### config.mk
export PLATFORM = sky130hd
export DESIGN_NAME = prv_slave_flat
export DESIGN_NICKNAME = d
export VERILOG_FILES = /design/src/verilog/prv_pkg.sv /design/src/verilog/prv_bus_if.sv /design/src/verilog/prv_slave.sv /design/src/flat_wrapper.sv
export SDC_FILE = /design/constraint.sdc
export NUM_CORES = 1
export LEC_CHECK = 0
export ABC_AREA = 1
export BUFFER_PORTS_ARGS = -buffer_cell sky130_fd_sc_hd__buf_4
export CELL_PAD_IN_SITES_DETAIL_PLACEMENT = 0
export CELL_PAD_IN_SITES_GLOBAL_PLACEMENT = 2
export CORE_MARGIN = 2
export CORE_UTILIZATION = 25
export DETAILED_ROUTE_END_ITERATION = 12
export HOLD_SLACK_MARGIN = 0.05
export PLACE_DENSITY = 0.81
export REMOVE_ABC_BUFFERS = 1
export SLEW_MARGIN = 20
export SYNTH_ARGS = -nofsm -noshare
export SYNTH_HDL_FRONTEND = slang
export SYNTH_SLANG_ARGS = --single-unit
### constraint.sdc
create_clock -name mclk -period 3 [get_ports mclk]
set_input_delay 0.6 -clock mclk [delete_from_list [all_inputs] [get_ports mclk]]
set_output_delay 0.6 -clock mclk [all_outputs]
set_load 0.05 [all_outputs]
### src/verilog/prv_pkg.sv
`default_nettype none
package prv_pkg;
   localparam int ADDR_W = 16;
   localparam int DATA_W = 32;
   localparam int BE_W = 4;
   // Slave tracking depth and its pointer width
   localparam int SLV_DEPTH = 4;
   localparam int SLV_PTR_W = 2;
   localparam int SLV_CNT_W = 3;
   // Slave read latency in cycles counted after the address phase ends, or after the previous pop for a queued read
   localparam logic [3:0] SLV_LAT_CYC = 4'h3;
   localparam logic [3:0] SLV_LAT_RST = 4'h0;
   // Master outstanding-read limit
   localparam int MST_MAX = 4;
   localparam int MST_CNT_W = 3;
   localparam logic [MST_CNT_W-1:0] MST_CNT_RST = 3'h0;
   localparam logic [SLV_CNT_W-1:0] SLV_CNT_RST = 3'h0;
endpackage : prv_pkg
`default_nettype wire

### src/verilog/prv_bus_if.sv
`timescale 1ns/1ps
`default_nettype none
interface prv_bus_if (input wire logic mclk);
   import prv_pkg::*;
   logic [ADDR_W-1:0] address;
   logic [BE_W-1:0] byteenable;
   logic read;
   logic write;
   logic [DATA_W-1:0] writedata;
   logic [DATA_W-1:0] readdata;
   logic readdatavalid;
   logic waitrequest;
   logic flush;
   modport slave (input address, byteenable, read, write, writedata, flush,
                  output readdata, readdatavalid, waitrequest);
   modport master (output address, byteenable, read, write, writedata, flush,
                   input readdata, readdatavalid, waitrequest);
endinterface : prv_bus_if
`default_nettype wire

### src/verilog/prv_slave.sv
`timescale 1ns/1ps
`default_nettype none
module prv_slave
(
   input wire logic mclk,
   input wire logic rst,
   prv_bus_if.slave bus,
   // Memory-side port: plain word store
   output logic [prv_pkg::ADDR_W-1:0] mem_addr,
   output logic [prv_pkg::DATA_W-1:0] mem_wdata,
   output logic [prv_pkg::BE_W-1:0] mem_be,
   output logic mem_we,
   input wire logic [prv_pkg::DATA_W-1:0] mem_rdata
);
   import prv_pkg::*;

   // ------------------------------------------------------------
   // Helpers
   // ------------------------------------------------------------
   // Next slot of the circular tracking queue
   function automatic logic [SLV_PTR_W-1:0] ptr_step(input logic [SLV_PTR_W-1:0] p);
      ptr_step = p + SLV_PTR_W'(1);
   endfunction : ptr_step

   // Empty test of an occupancy count
   function automatic logic cnt_zero(input logic [SLV_CNT_W-1:0] c);
      cnt_zero = (c == SLV_CNT_RST);
   endfunction : cnt_zero

   // ------------------------------------------------------------
   // Tracking queue
   // ------------------------------------------------------------
   logic [ADDR_W-1:0] q_addr_ff [SLV_DEPTH];
   logic [SLV_PTR_W-1:0] wr_ptr_ff;
   logic [SLV_PTR_W-1:0] rd_ptr_ff;
   logic [SLV_CNT_W-1:0] cnt_ff;
   logic [3:0] age_ff;
   logic [DATA_W-1:0] rdata_ff;
   logic rvalid_ff;
   logic wait_ff;
   logic [ADDR_W-1:0] maddr_ff;
   logic [DATA_W-1:0] mwdata_ff;
   logic [BE_W-1:0] mbe_ff;
   logic mwe_ff;

   // ------------------------------------------------------------
   // Decoding
   // ------------------------------------------------------------
   // A write seen with reads pending is stalled in its first cycle
   wire wr_block = bus.write & ~cnt_zero(cnt_ff);
   wire stall = wait_ff | wr_block;
   wire take_rd = bus.read & ~stall;
   wire take_wr = bus.write & ~stall;
   wire head_ready = ~cnt_zero(cnt_ff) && (age_ff >= SLV_LAT_CYC);
   // Discard drops every pending result except a read taken with it
   wire pop = head_ready & ~bus.flush;
   wire [SLV_CNT_W-1:0] cnt_step = cnt_ff + SLV_CNT_W'(take_rd) - SLV_CNT_W'(pop);
   wire [SLV_CNT_W-1:0] nxt_cnt = bus.flush ? SLV_CNT_W'(take_rd) : cnt_step;
   // Stall reads when full after this cycle, writes while reads remain
   wire nxt_wait = (nxt_cnt == SLV_CNT_W'(SLV_DEPTH)) | (~cnt_zero(nxt_cnt) & bus.write);
   wire [3:0] age_up = (age_ff != 4'hF) ? age_ff + 4'h1 : age_ff;
   wire [3:0] nxt_age = (pop | bus.flush | cnt_zero(cnt_ff)) ? SLV_LAT_RST : age_up;
   wire [SLV_PTR_W-1:0] nxt_rd_ptr = bus.flush ? wr_ptr_ff : (pop ? ptr_step(rd_ptr_ff) : rd_ptr_ff);
   // Memory address looks at the queue head for the next pop
   wire [ADDR_W-1:0] nxt_maddr = take_wr ? bus.address : q_addr_ff[nxt_rd_ptr];

   // ------------------------------------------------------------
   // Queue storage and pointers
   // ------------------------------------------------------------
   always_ff @(posedge mclk)
   begin
      if (rst)
      begin
         q_addr_ff <= '{default: '0};
      end
      else if (take_rd)
      begin
         q_addr_ff[wr_ptr_ff] <= bus.address;
      end
   end

   always_ff @(posedge mclk)
   begin
      if (rst)
      begin
         wr_ptr_ff <= '0;
      end
      else if (take_rd)
      begin
         wr_ptr_ff <= ptr_step(wr_ptr_ff);
      end
   end

   always_ff @(posedge mclk)
   begin
      if (rst)
      begin
         rd_ptr_ff <= '0;
      end
      else
      begin
         rd_ptr_ff <= nxt_rd_ptr;
      end
   end

   always_ff @(posedge mclk)
   begin
      if (rst)
      begin
         cnt_ff <= SLV_CNT_RST;
      end
      else
      begin
         cnt_ff <= nxt_cnt;
      end
   end

   always_ff @(posedge mclk)
   begin
      if (rst)
      begin
         age_ff <= SLV_LAT_RST;
      end
      else
      begin
         age_ff <= nxt_age;
      end
   end

   // ------------------------------------------------------------
   // Result and stall outputs
   // ------------------------------------------------------------
   // Result and strobe leave together for one cycle
   always_ff @(posedge mclk)
   begin
      if (rst)
      begin
         rvalid_ff <= 1'b0;
      end
      else
      begin
         rvalid_ff <= pop;
      end
   end

   always_ff @(posedge mclk)
   begin
      if (rst)
      begin
         rdata_ff <= '0;
      end
      else
      begin
         rdata_ff <= pop ? mem_rdata : '0;
      end
   end

   always_ff @(posedge mclk)
   begin
      if (rst)
      begin
         wait_ff <= 1'b0;
      end
      else
      begin
         wait_ff <= nxt_wait;
      end
   end

   // ------------------------------------------------------------
   // Memory side
   // ------------------------------------------------------------
   always_ff @(posedge mclk)
   begin
      if (rst)
      begin
         mwe_ff <= 1'b0;
      end
      else
      begin
         mwe_ff <= take_wr;
      end
   end

   always_ff @(posedge mclk)
   begin
      if (rst)
      begin
         maddr_ff <= '0;
      end
      else
      begin
         maddr_ff <= nxt_maddr;
      end
   end

   always_ff @(posedge mclk)
   begin
      if (rst)
      begin
         mwdata_ff <= '0;
      end
      else
      begin
         mwdata_ff <= bus.writedata;
      end
   end

   always_ff @(posedge mclk)
   begin
      if (rst)
      begin
         mbe_ff <= '0;
      end
      else
      begin
         mbe_ff <= bus.byteenable;
      end
   end

   // ------------------------------------------------------------
   // Outputs
   // ------------------------------------------------------------
   assign bus.readdata = rdata_ff;
   assign bus.readdatavalid = rvalid_ff;
   assign bus.waitrequest = stall;
   assign mem_addr = maddr_ff;
   assign mem_wdata = mwdata_ff;
   assign mem_be = mbe_ff;
   assign mem_we = mwe_ff;
endmodule : prv_slave
`default_nettype wire

### src/flat_wrapper.sv
// flat-port wrapper written by rule: the top's interface ports become plain ports
module prv_slave_flat import prv_pkg::*;
  (mclk, rst, mem_addr, mem_wdata, mem_be, mem_we, mem_rdata, bus_address, bus_byteenable, bus_read, bus_write, bus_writedata, bus_flush, bus_readdata, bus_readdatavalid, bus_waitrequest);
  prv_bus_if bus_i (.mclk(mclk));
  input wire logic mclk;
  input wire logic rst;
  output logic [prv_pkg::ADDR_W-1:0] mem_addr;
  output logic [prv_pkg::DATA_W-1:0] mem_wdata;
  output logic [prv_pkg::BE_W-1:0] mem_be;
  output logic mem_we;
  input wire logic [prv_pkg::DATA_W-1:0] mem_rdata;
  input wire logic [$bits(bus_i.address)-1:0] bus_address;
  input wire logic [$bits(bus_i.byteenable)-1:0] bus_byteenable;
  input wire logic [$bits(bus_i.read)-1:0] bus_read;
  input wire logic [$bits(bus_i.write)-1:0] bus_write;
  input wire logic [$bits(bus_i.writedata)-1:0] bus_writedata;
  input wire logic [$bits(bus_i.flush)-1:0] bus_flush;
  output wire logic [$bits(bus_i.readdata)-1:0] bus_readdata;
  output wire logic [$bits(bus_i.readdatavalid)-1:0] bus_readdatavalid;
  output wire logic [$bits(bus_i.waitrequest)-1:0] bus_waitrequest;
  assign bus_i.address = bus_address;
  assign bus_i.byteenable = bus_byteenable;
  assign bus_i.read = bus_read;
  assign bus_i.write = bus_write;
  assign bus_i.writedata = bus_writedata;
  assign bus_i.flush = bus_flush;
  assign bus_readdata = bus_i.readdata;
  assign bus_readdatavalid = bus_i.readdatavalid;
  assign bus_waitrequest = bus_i.waitrequest;
  prv_slave u_core (.mclk(mclk), .rst(rst), .bus(bus_i), .mem_addr(mem_addr), .mem_wdata(mem_wdata), .mem_be(mem_be), .mem_we(mem_we), .mem_rdata(mem_rdata));
endmodule
==> flow_metrics.py, run 1 <==
metrics = {
    "global_routing": {
        "track_usage_pct": 14.8,
        "grt_pass1_wl_um": 29700,
        "grt_pass1_vias": 5528,
        "grt_max_degree": 69,
        "grt_overflow": 0,
        "antenna_found_initial": 0,
    },
    "floorplan": {
        "dieArea_mm2": 0.0255,
        "die_w_um": 160,
        "io_pins": 176,
        "dieHeight_um": 160,
        "start_util_pct": 25.2,
        "core_area_mm2": 0.0241,
        "row_count": 57,
    },
    "synth": {
        "synth_xor_area_share_pct": 0.144,
        "synthMuxAreaShare_pct": 0,
        "netlist-cell-type-count": 26,
        "synth_fa_ha_area_share_pct": 1.57,
        "synth-seq-cells": 162,
        "synth_warnings": 0,
        "synthSimpleGateAreaFrac_pct": 29.2,
        "netlist_instances": 768,
        "synth_seq_area_share_pct": 53.4,
        "synth_top_family_by_area": "simple AND/OR/NAND/NOR gates",
        "synth-compound-area-share_pct": 5.94,
        "syn_area_mm2": 0.00607,
        "avgSynthCellArea_um2": 7.90,
    },
    "timing": {
        "setup_viol": 0,
        "fmax_mhz": 413,
        "finalClockSkew_ns": 0.0220,
        "fin_setup_tns_ns": 0,
        "finalHoldViolCount": 0,
        "slew_violations": 0,
        "slew-limit-headroom_pct": 50.5,
        "layout_min_cycle_time_ns": 2.42,
        "rsz0062_at_grt": "false",
        "tightestPinTransition_ns": 0.743,
        "period_share_pct": 80.7,
        "whs_ns": 0.361,
    },
    "worst_setup_path": {
        "critPathSlowestCell": "fa_1",
        "end_kind": "flop",
        "slowest_delay_ns": 0.39,
        "criticalPathCategory": "flop to flop",
        "cp_max_fo": 3,
        "cpMostUsedCell": "nand2_1",
        "required_ns": 3.37,
        "worstSetupStartpointType": "flop",
        "crit_chain": "ha_1 > inv_1 > nand2_1 > nand2_2 > nor2_2 > inv_1 > nand2_1 > nand2_1 > ha_1 > inv_1 > fa_1 > or2_2 > nand2_1 > nand2_1 > o21ai_0 > nand2_1 > inv_1",
        "arrival_ns": 2.79,
    },
    "clock_tree": {
        "cts_resized": 0,
        "post_cts_buffers": 0,
        "clkTransAtPathRegs_ns": 0.08,
        "clock_path_buffers": 2,
        "clockRootBuffer": "clkbuf_16",
        "cts_hold_buf": 0,
        "cts_sinks": 162,
        "cts-buffers-inserted": 17,
        "cts_tree": "yes",
        "htreeDepth": 4,
        "worstSkewPairLatency_ns": 0.43,
    },
    "layout": {
        "mostFrequentLayoutCells": "buf_4 (195), dfxtp_1 (162), nand2_1 (148)",
        "nets": 1029,
        "antenna_cells_inserted": 0,
        "area_growth_syn_to_layout_pct": 36.9,
        "fin_cells": 1270,
        "final_common_cell": "buf_4",
        "drive_gt1_share_pct": 25.9,
    },
    "route": {
        "wirelength_um": 18500,
        "vias": 5505,
        "vias_per_cell": 4.33,
        "ant_nets": 0,
        "drt_pass1_iterations": 4,
        "drt-initial-drc-count": 275,
        "routedWlPerCell_um": 14.6,
        "drc": 0,
    },
    "place": {
        "portBuffers": 175,
        "hpwl_um": 12200,
        "gp_congestion": 0.720,
        "place_inst": 1238,
    },
    "power": {
        "clockPowerShare_pct": 39.6,
        "seq_power_share_pct": 41.1,
        "leakagePower_uw": 0.00380,
        "switchingPower_uw": 1910,
        "powerDensity_mw_per_mm2": 682,
        "p_sw_share_pct": 33.6,
        "ir_drop_v": 0.000328,
        "p_comb_share_pct": 19.2,
        "p_int_uw": 3760,
    },
    "run_status": {
        "status": "completed",
    },
    "worst_hold_path": {
        "min-delay-path-class": "primary input to flop",
    },
    "flow_run": {
        "drv_cap": 0,
    },
}
==> final cells by class <==
| type | instances | area, um2 |
|---|---|---|
| Clock inverter | 15 | 201 |
| Clock buffer | 17 | 425 |
| Tap cell | 324 | 405 |
| Multi-Input combinational cell | 471 | 2250 |
| Timing Repair Buffer | 195 | 1460 |
| Fill cell | 2623 | 15800 |
| Inverter | 86 | 323 |
| Sequential cell | 162 | 3240 |
==> worst max-delay path: cells and delay by family, from the launching register on <==
| kind | cells | cell delay [ns] |
|---|---|---|
| AOI/OAI and AO/OA | 1 | 0.06 |
| adders and majority gates | 3 | 0.75 |
| buffers and inverters | 4 | 0.24 |
| DFF | 1 | 0.35 |
| and+or+nand+nor | 9 | 0.97 |
==> synthesized netlist by cell type <==
library cell  count  area, um2
dfxtp_1         162       3240
nand2_1         148        556
nand3_1         115        576
inv_1            82        308
nor2_1           77        289
a21oi_1          68        340
nand4_1          34        213
clkbuf_1         25       93.8
buf_2            14       70.1
buf_6             6       67.6
ha_1              6       75.1
inv_2             4       15.0
nand3_2           4       40.0
o21ai_0           4       20.0
buf_4             3       22.5
nand2_2           3       18.8
nor2_2            3       18.8
buf_1             2       7.51
conb_1            1       3.75
fa_1              1       20.0
nand3_4           1       17.5
nand3b_1          1       7.51
nand4_4           1       21.3
nor2_4            1       11.3
or2_2             1       6.26
xor2_1            1       8.76
==> cells by family (layout without fill, tap and decap cells) <==
kind of cell | after synthesis | in the layout
and+or+nand+nor | 389 | 389
buffers and inverters | 136 | 313
xor gates and xnor gates | 1 | 1
AOI/OAI and AO/OA | 72 | 72
other | 1 | 2
adders and majority gates | 7 | 7
DFF | 162 | 162
==> stage by stage <==
step                      setup slack, ns  util [%]  area [um2]  power, uW
final                               0.580      34.5        8310       5670
after global routing                0.328      34.5        8310       5950
after CTS                           0.565      34.5        8310       5760
after detailed placement            0.606      31.9        7680       3490
after global placement              0.629      31.9        7680       3480
after floorplan                     0.366         -        5810       3010
==> state kept, by name, indices dropped and copies added (netlist names), 2 cells and up <==
name,flops
u_core.mem_addr,16
u_core.rd_ptr_ff,2
u_core.age_ff,4
u_core.mem_be,4
u_core.q_addr_ff,64
u_core.cnt_ff,3
u_core.wr_ptr_ff,2
u_core.mem_wdata,32
u_core.bus.readdata,32
==> power by group through the flow <==
stage	sequential, uW	combinational [uW]	clock [uW]
floorplan	2620	386	0
finish	2330	1090	2250
global placement	2380	1100	0
global route	2350	1190	2410
CTS	2330	1110	2320
detailed placement	2380	1100	0
==> final timing paths <==
| path | from | end | slack [ns] | cells past startpoint |
|---|---|---|---|---|
| max | u_core.age_ff[0] | u_core.wait_ff | 0.58 | 17 |
| min | bus_writedata[31] | u_core.mem_wdata[31] | 0.36 | 3 |
| max reg2reg | u_core.age_ff[0] | u_core.wait_ff | 0.58 | 17 |
| min reg2reg | u_core.q_addr_ff[4] | u_core.q_addr_ff[4] | 0.46 | 2 |
==> routing by layer <==
layer	GRT usage, %	vias to the layer above	share of wire [%]
met4	5.00	0	1.3
met5	0	-	0
met3	6.23	14	10
met1	18.3	2488	44
li1	-	2786	-
met2	23.2	217	45
(Power assumes the default switching activity.)
==> inputs of run 2 (changes only) <==
ABC_AREA = 0   (was 1)
clock period = 2.1 ns   (was 3 ns; I/O delays follow)
==> run 2 against run 1 <==
Effect of this change:
- the flow now finishes with violations (setup timing)
- global-route usage shrank 1.7 points
- non-clock buffer count grew 22
- fmax grew 8.7%
- clock-buffer cell count grew 1
- clock power grew 38%
- synthesized cell count shrank 23%
- synthesized area shrank 5.4%
- combinational power grew 81%
- cell count shrank 14%
- wire length shrank 14%
- largest cell class unchanged
- highest routed layer unchanged
==> flow_metrics.py, run 2 <==
metrics = {
    "power": {
        "ir_drop_v": 0.000503,
        "powerDensity_mw_per_mm2": 1020,
        "p_sw_share_pct": 30.6,
        "totalPowerFinal_uw": 8460,
        "p_int_uw": 5870,
        "clockPowerShare_pct": 36.8,
        "leakagePower_uw": 0.00354,
        "p_comb_share_pct": 23.2,
        "seq_power_share_pct": 40.0,
        "switchingPower_uw": 2590,
    },
    "synth": {
        "netlist_instances": 592,
        "synth_seq_area_share_pct": 56.5,
        "synth_ff_type": "dfxtp_1",
        "async_flop_share_pct": 0,
        "synth_common_cells": "dfxtp_1 (162), nand2_1 (148), a21oi_1 (65), nor2b_1 (37), and2_1 (36)",
        "netlist-cell-type-count": 40,
        "synth-seq-cells": 162,
        "synth_top_area_share_pct": 56.5,
        "synth_edf_count": 0,
        "avgSynthCellArea_um2": 9.69,
        "yosys-top-cells-area": "dfxtp_1 (57%), nand2_1 (9.7%), mux2i_1 (5.9%)",
        "synth_warnings": 0,
        "syn_area_mm2": 0.00574,
        "synth_top_area_cell": "dfxtp_1",
        "yosysMostFrequentCell": "dfxtp_1",
    },
    "timing": {
        "slew_violations": 0,
        "whs_ns": 0.193,
        "rsz0062_at_grt": "true",
        "finalHoldViolCount": 0,
        "finalClockSkew_ns": 0.00983,
        "fmax_mhz": 449,
        "setup_viol": 15,
        "layout_min_cycle_time_ns": 2.23,
        "period_share_pct": 106,
        "setup_slack_ns": -0.125,
    },
    "worst_setup_path": {
        "reg2reg_depth": 13,
        "criticalPathCategory": "flop to flop",
        "worstReg2RegStart": "u_core.age_ff[0]",
        "cp_max_fo": 2,
        "r2r-end": "u_core.wait_ff",
        "worstSetupStartpointType": "flop",
        "arrival_ns": 2.54,
        "end_kind": "flop",
        "reg2reg_setup_slack_ns": -0.13,
        "required_ns": 2.42,
    },
    "clock_tree": {
        "cts_sinks": 162,
        "cts_tree": "yes",
        "worstSkewPairLatency_ns": 0.42,
        "clockRootBuffer": "clkbuf_16",
        "clkTransAtPathRegs_ns": 0.07,
        "clock_path_buffers": 2,
        "htreeDepth": 4,
        "cts-buffers-inserted": 17,
    },
    "global_routing": {
        "grt_pass1_vias": 4641,
        "grt_pass1_wl_um": 24600,
        "grt_overflow": 0,
        "track_usage_pct": 13.1,
        "antenna_found_initial": 0,
        "grt_max_degree": 101,
    },
    "layout": {
        "largest_reg_flops": 64,
        "antenna_cells_inserted": 0,
        "top_register": "u_core.q_addr_ff",
        "nFillCells": 2299,
        "nets": 889,
        "drive_gt1_share_pct": 34.8,
        "final_common_cell": "buf_4",
        "mostFrequentLayoutCells": "buf_4 (203), dfxtp_1 (159), nand2_1 (147)",
        "area_growth_syn_to_layout_pct": 44.8,
    },
    "route": {
        "drt_pass1_iterations": 4,
        "vias": 4640,
        "ant_nets": 0,
        "met2_length_um": 7470,
        "top_layer": "met4",
        "vias_per_cell": 4.26,
        "drt-initial-drc-count": 151,
        "routedWlPerCell_um": 14.6,
        "wl_met1_um": 7170,
        "drc": 0,
        "wl_met3_um": 1120,
        "wirelength_um": 16000,
    },
    "place": {
        "gp_congestion": 0.705,
        "hpwl_um": 10000,
        "portBuffers": 175,
    },
    "floorplan": {
        "core_area_mm2": 0.0226,
        "die_w_um": 156,
        "row_count": 55,
        "dieArea_mm2": 0.0242,
        "start_util_pct": 25.4,
        "io_pins": 176,
        "dieHeight_um": 156,
    },
    "worst_hold_path": {
        "min-delay-path-class": "primary input to flop",
        "whs_path_depth": 2,
        "whs_endpoint": "u_core.bus.readdata[15]",
        "hp-start": "mem_rdata[15]",
    },
    "run_status": {
        "status": "finished, violations left",
        "violations": "setup timing",
    },
    "flow_run": {
        "drv_cap": 0,
    },
}
-- run 2: kinds of logic (layout without fill, tap and decap cells) --
kind of cell | Yosys count | after routing | share of synthesized area (%)
compound gates | 91 | 91 | 9.66
xor+xnor | 4 | 4 | 0.611
fa+ha+maj | 7 | 7 | 1.66
buf+inv | 41 | 253 | 4.60
flops | 162 | 162 | 56.5
mux | 34 | 34 | 5.93
other cells | 1 | 2 | 0.0653
simple gates | 252 | 252 | 21.0
-- run 2: worst max path at each step --
| stage | end | slack [ns] | start | cells past startpoint |
|---|---|---|---|---|
| floorplan | u_core.mem_addr[0] | -0.45 | u_core.age_ff[0] | 6 |
| global placement | u_core.wait_ff | -0.18 | u_core.age_ff[0] | 13 |
| detailed placement | u_core.wait_ff | -0.22 | u_core.age_ff[1] | 13 |
| CTS | u_core.wait_ff | -0.21 | u_core.cnt_ff[1] | 10 |
| global route | u_core.wait_ff | -0.27 | u_core.age_ff[0] | 13 |
| finish | u_core.wait_ff | -0.13 | u_core.age_ff[0] | 13 |
-- run 2: critical path, cell delays in order (launching register included) --
cell and delay [ns]:
dfxtp_2 0.34, ha_4 0.16, or3_4 0.34, nand2_4 0.08, nor3_4 0.04, nand2b_4 0.14, ha_4 0.16, inv_2 0.05
fa_2 0.18, xor2_1 0.18, xnor2_1 0.16, nor3_2 0.06, o21bai_1 0.15, o21a_1 0.10
-- run 2: layout make-up --
cell class	instances	area (um2)	area share, %
clock buffers	18	429	5.16
clock inverters	13	153	1.84
inverters	5	18.8	0.226
multi-input cells	390	2360	28.3
flip-flops and latches	162	3250	39.1
well taps	285	357	4.29
repair buffers	217	1750	21.1
-- run 2: power groups by stage --
stage / registers, uW / logic [uW] / clock network (uW)
4_1_cts: 3390 / 1790 / 3200
5_1_grt: 3410 / 2120 / 3340
3_3_place_gp: 3450 / 1740 / 0
3_5_place_dp: 3460 / 1750 / 0
6_report: 3390 / 1970 / 3110
2_1_floorplan: 3820 / 646 / 0
-- run 2: timing repair --
item,in CTS,in global routing
gates resized for setup,14,24
setup endpoints to repair,2,12
buffers inserted,2,8
hold buffers,0,0
pin swaps,7,18
cloned,0,3
-- run 2: stage by stage --
stage	area [um2]	setup WS (ns)	instances	util, %	TNS (ns)
finish	8310	-0.125	1090	36.8	-0.529
global route	8310	-0.269	1090	36.8	-2.00
CTS	8080	-0.206	1079	35.8	-0.210
detailed placement	7440	-0.223	1046	33.0	-0.223
global placement	7440	-0.184	1046	33.0	-0.184
floorplan	5500	-0.445	557	-	-8.34
-- run 2: layer usage --
layer | vias up | track usage (%)
li1 | 2343 | -
met1 | 2149 | 16.2
met2 | 137 | 21.1
met3 | 11 | 5.29
met4 | 0 | 3.49
met5 | - | 0
==> inputs of run 3 (changes only) <==
BUFFER_PORTS_ARGS = default   (was -buffer_cell sky130_fd_sc_hd__buf_4)
DONT_BUFFER_PORTS = 1   (was default)
GPL_TIMING_DRIVEN = 0   (was default)
PLACE_DENSITY = 0.69   (was 0.81)
==> run 3 against run 2 <==
Effect of this change:
- the flow still finishes with violations (setup timing)
- register-to-register slack hardly changed
- sequential share of layout area is 8.2 points higher
- die area stayed put
- setup slack worse by 0.0085 ns
- clock skew is 0.0095 ns higher
- global-route usage is 0.32 points lower
- first-iteration DRC count is 4.6% higher
- largest cell class unchanged
- largest power group unchanged
==> flow_metrics.py, run 3 (same netlist as run 2, synthesis figures left out) <==
metrics = {
    "timing": {
        "rsz0062_at_grt": "true",
        "layout_min_cycle_time_ns": 2.23,
        "period_share_pct": 106,
        "slew-limit-headroom_pct": 58.9,
        "tightestPinTransition_ns": 0.614,
        "slew_violations": 0,
        "setup_slack_ns": -0.134,
        "fin_setup_tns_ns": -0.791,
        "whs_ns": 0.0871,
        "setup_viol": 15,
        "finalHoldViolCount": 0,
        "fmax_mhz": 448,
        "finalClockSkew_ns": 0.0193,
    },
    "clock_tree": {
        "cts_sinks": 162,
        "cts-buffers-inserted": 17,
        "htreeDepth": 4,
        "cts_tree": "yes",
        "clockRootBuffer": "clkbuf_16",
        "clkTransAtPathRegs_ns": 0.08,
        "worstSkewPairLatency_ns": 0.43,
        "clock_path_buffers": 2,
    },
    "route": {
        "vias_per_cell": 4.51,
        "drt_pass1_iterations": 4,
        "routedWlPerCell_um": 17.0,
        "wl_met3_um": 1330,
        "met2_length_um": 7710,
        "wirelength_um": 15300,
        "drt-initial-drc-count": 158,
        "wl_met1_um": 6010,
        "vias": 4058,
        "drc": 0,
        "ant_nets": 0,
        "top_layer": "met4",
    },
    "global_routing": {
        "grt_max_degree": 107,
        "grt_pass1_vias": 4100,
        "grt_pass1_wl_um": 23100,
        "grt_overflow": 0,
        "antenna_found_initial": 1,
        "track_usage_pct": 12.8,
    },
    "worst_setup_path": {
        "reg2reg_depth": 13,
        "end_kind": "flop",
        "cp_max_fo": 2,
        "arrival_ns": 2.56,
        "criticalPathCategory": "flop to flop",
        "required_ns": 2.43,
        "worstSetupStartpointType": "flop",
    },
    "place": {
        "hpwl_um": 9600,
        "portBuffers": 0,
        "place_inst": 847,
        "gp_congestion": 0.719,
    },
    "worst_hold_path": {
        "min-delay-path-class": "primary input to flop",
        "whs_path_depth": 1,
    },
    "power": {
        "clockPowerShare_pct": 39.4,
        "leakagePower_uw": 0.00258,
        "switchingPower_uw": 2610,
        "ir_drop_v": 0.000704,
        "totalPowerFinal_uw": 8100,
        "powerDensity_mw_per_mm2": 1180,
        "p_sw_share_pct": 32.2,
        "p_comb_share_pct": 13.8,
        "seq_power_share_pct": 46.8,
        "p_int_uw": 5490,
    },
    "layout": {
        "nFillCells": 2329,
        "nets": 697,
        "area_growth_syn_to_layout_pct": 19.9,
        "top_register": "u_core.q_addr_ff",
        "fin_cells": 900,
        "register_area_mm2": 0.00325,
        "multiInputGateArea_mm2": 0.00238,
        "largest_reg_flops": 64,
        "drive_gt1_share_pct": 15.5,
        "final_common_cell": "dfxtp_1",
        "mostFrequentLayoutCells": "dfxtp_1 (157), nand2_1 (147), a21oi_1 (65)",
        "finalCoreUtilization_pct": 30.5,
    },
    "floorplan": {
        "row_count": 55,
        "dieHeight_um": 156,
        "die_w_um": 156,
        "dieArea_mm2": 0.0242,
        "start_util_pct": 25.4,
        "io_pins": 176,
        "core_area_mm2": 0.0226,
    },
    "flow_run": {
        "drv_cap": 0,
    },
    "run_status": {
        "status": "finished, violations left",
        "violations": "setup timing",
    },
}
[run 3: cell types whose count changed in the layout (fill, tap and decap cells not counted), sizes merged]
cell	change
clkinv	+6
bufinv	-1
dlygate4sd3	+2
inv	+1
a211o	+1
buf	-193
diode	+1
clkinvlp	-4
clkbuf	-3
[run 3: path summary, 6_finish.rpt]
kind	endpoint	slack, ns	startpoint
max reg2reg	u_core.wait_ff	-0.13	u_core.age_ff[1]
min	u_core.mem_wdata[31]	0.09	rst
min reg2reg	u_core.q_addr_ff[7]	0.45	u_core.q_addr_ff[7]
max	u_core.wait_ff	-0.13	u_core.age_ff[1]
[run 3: layout make-up]
class,count,area share (%)
Tap cell,285,5.18
Sequential cell,162,47.3
Antenna cell,1,0.0364
Multi-Input combinational cell,391,34.7
Timing Repair Buffer,24,3.62
Inverter,5,0.273
Clock inverter,15,2.78
Clock buffer,17,6.18
[run 3: per-layer routing]
metal,global-route usage [%],vias up
li1,-,1971
met1,14.1,1898
met2,21.9,173
met3,5.13,16
met4,5.02,0
met5,0,-
[run 3: worst max-delay path, cell delays in order (launching register included)]
cell and delay, ns:
dfxtp_2 0.34, ha_4 0.16, or3_4 0.35, nand2_4 0.09, nor3_4 0.04, nand2b_4 0.14
ha_4 0.15, inv_2 0.04, fa_2 0.18, xor2_1 0.19, xnor2_1 0.16, nor3_2 0.06
o21bai_1 0.15, o21a_1 0.10
[run 3: power by group through the flow]
stage,combinational (uW),sequential [uW],clock (uW)
after floorplan,646,3820,0
after global placement,877,3860,0
after detailed placement,924,3860,0
after CTS,1070,3790,3270
after global routing,1220,3820,3430
final,1120,3790,3190
[run 3: through the flow]
step / area [um2] / setup WS (ns)
6_report: 6880 / -0.134
5_1_grt: 6880 / -0.258
4_1_cts: 6790 / -0.209
3_5_place_dp: 5930 / -0.716
3_3_place_gp: 5850 / -1.30
2_1_floorplan: 5500 / -0.445
[run 3: timing repair]
action,in CTS,in global routing
buffers inserted,16,2
hold buffers,1,1
setup endpoints to repair,83,21
pin swaps,7,7
gates resized for setup,29,16
endpoints found under the hold margin,9,1
gates cloned,0,1
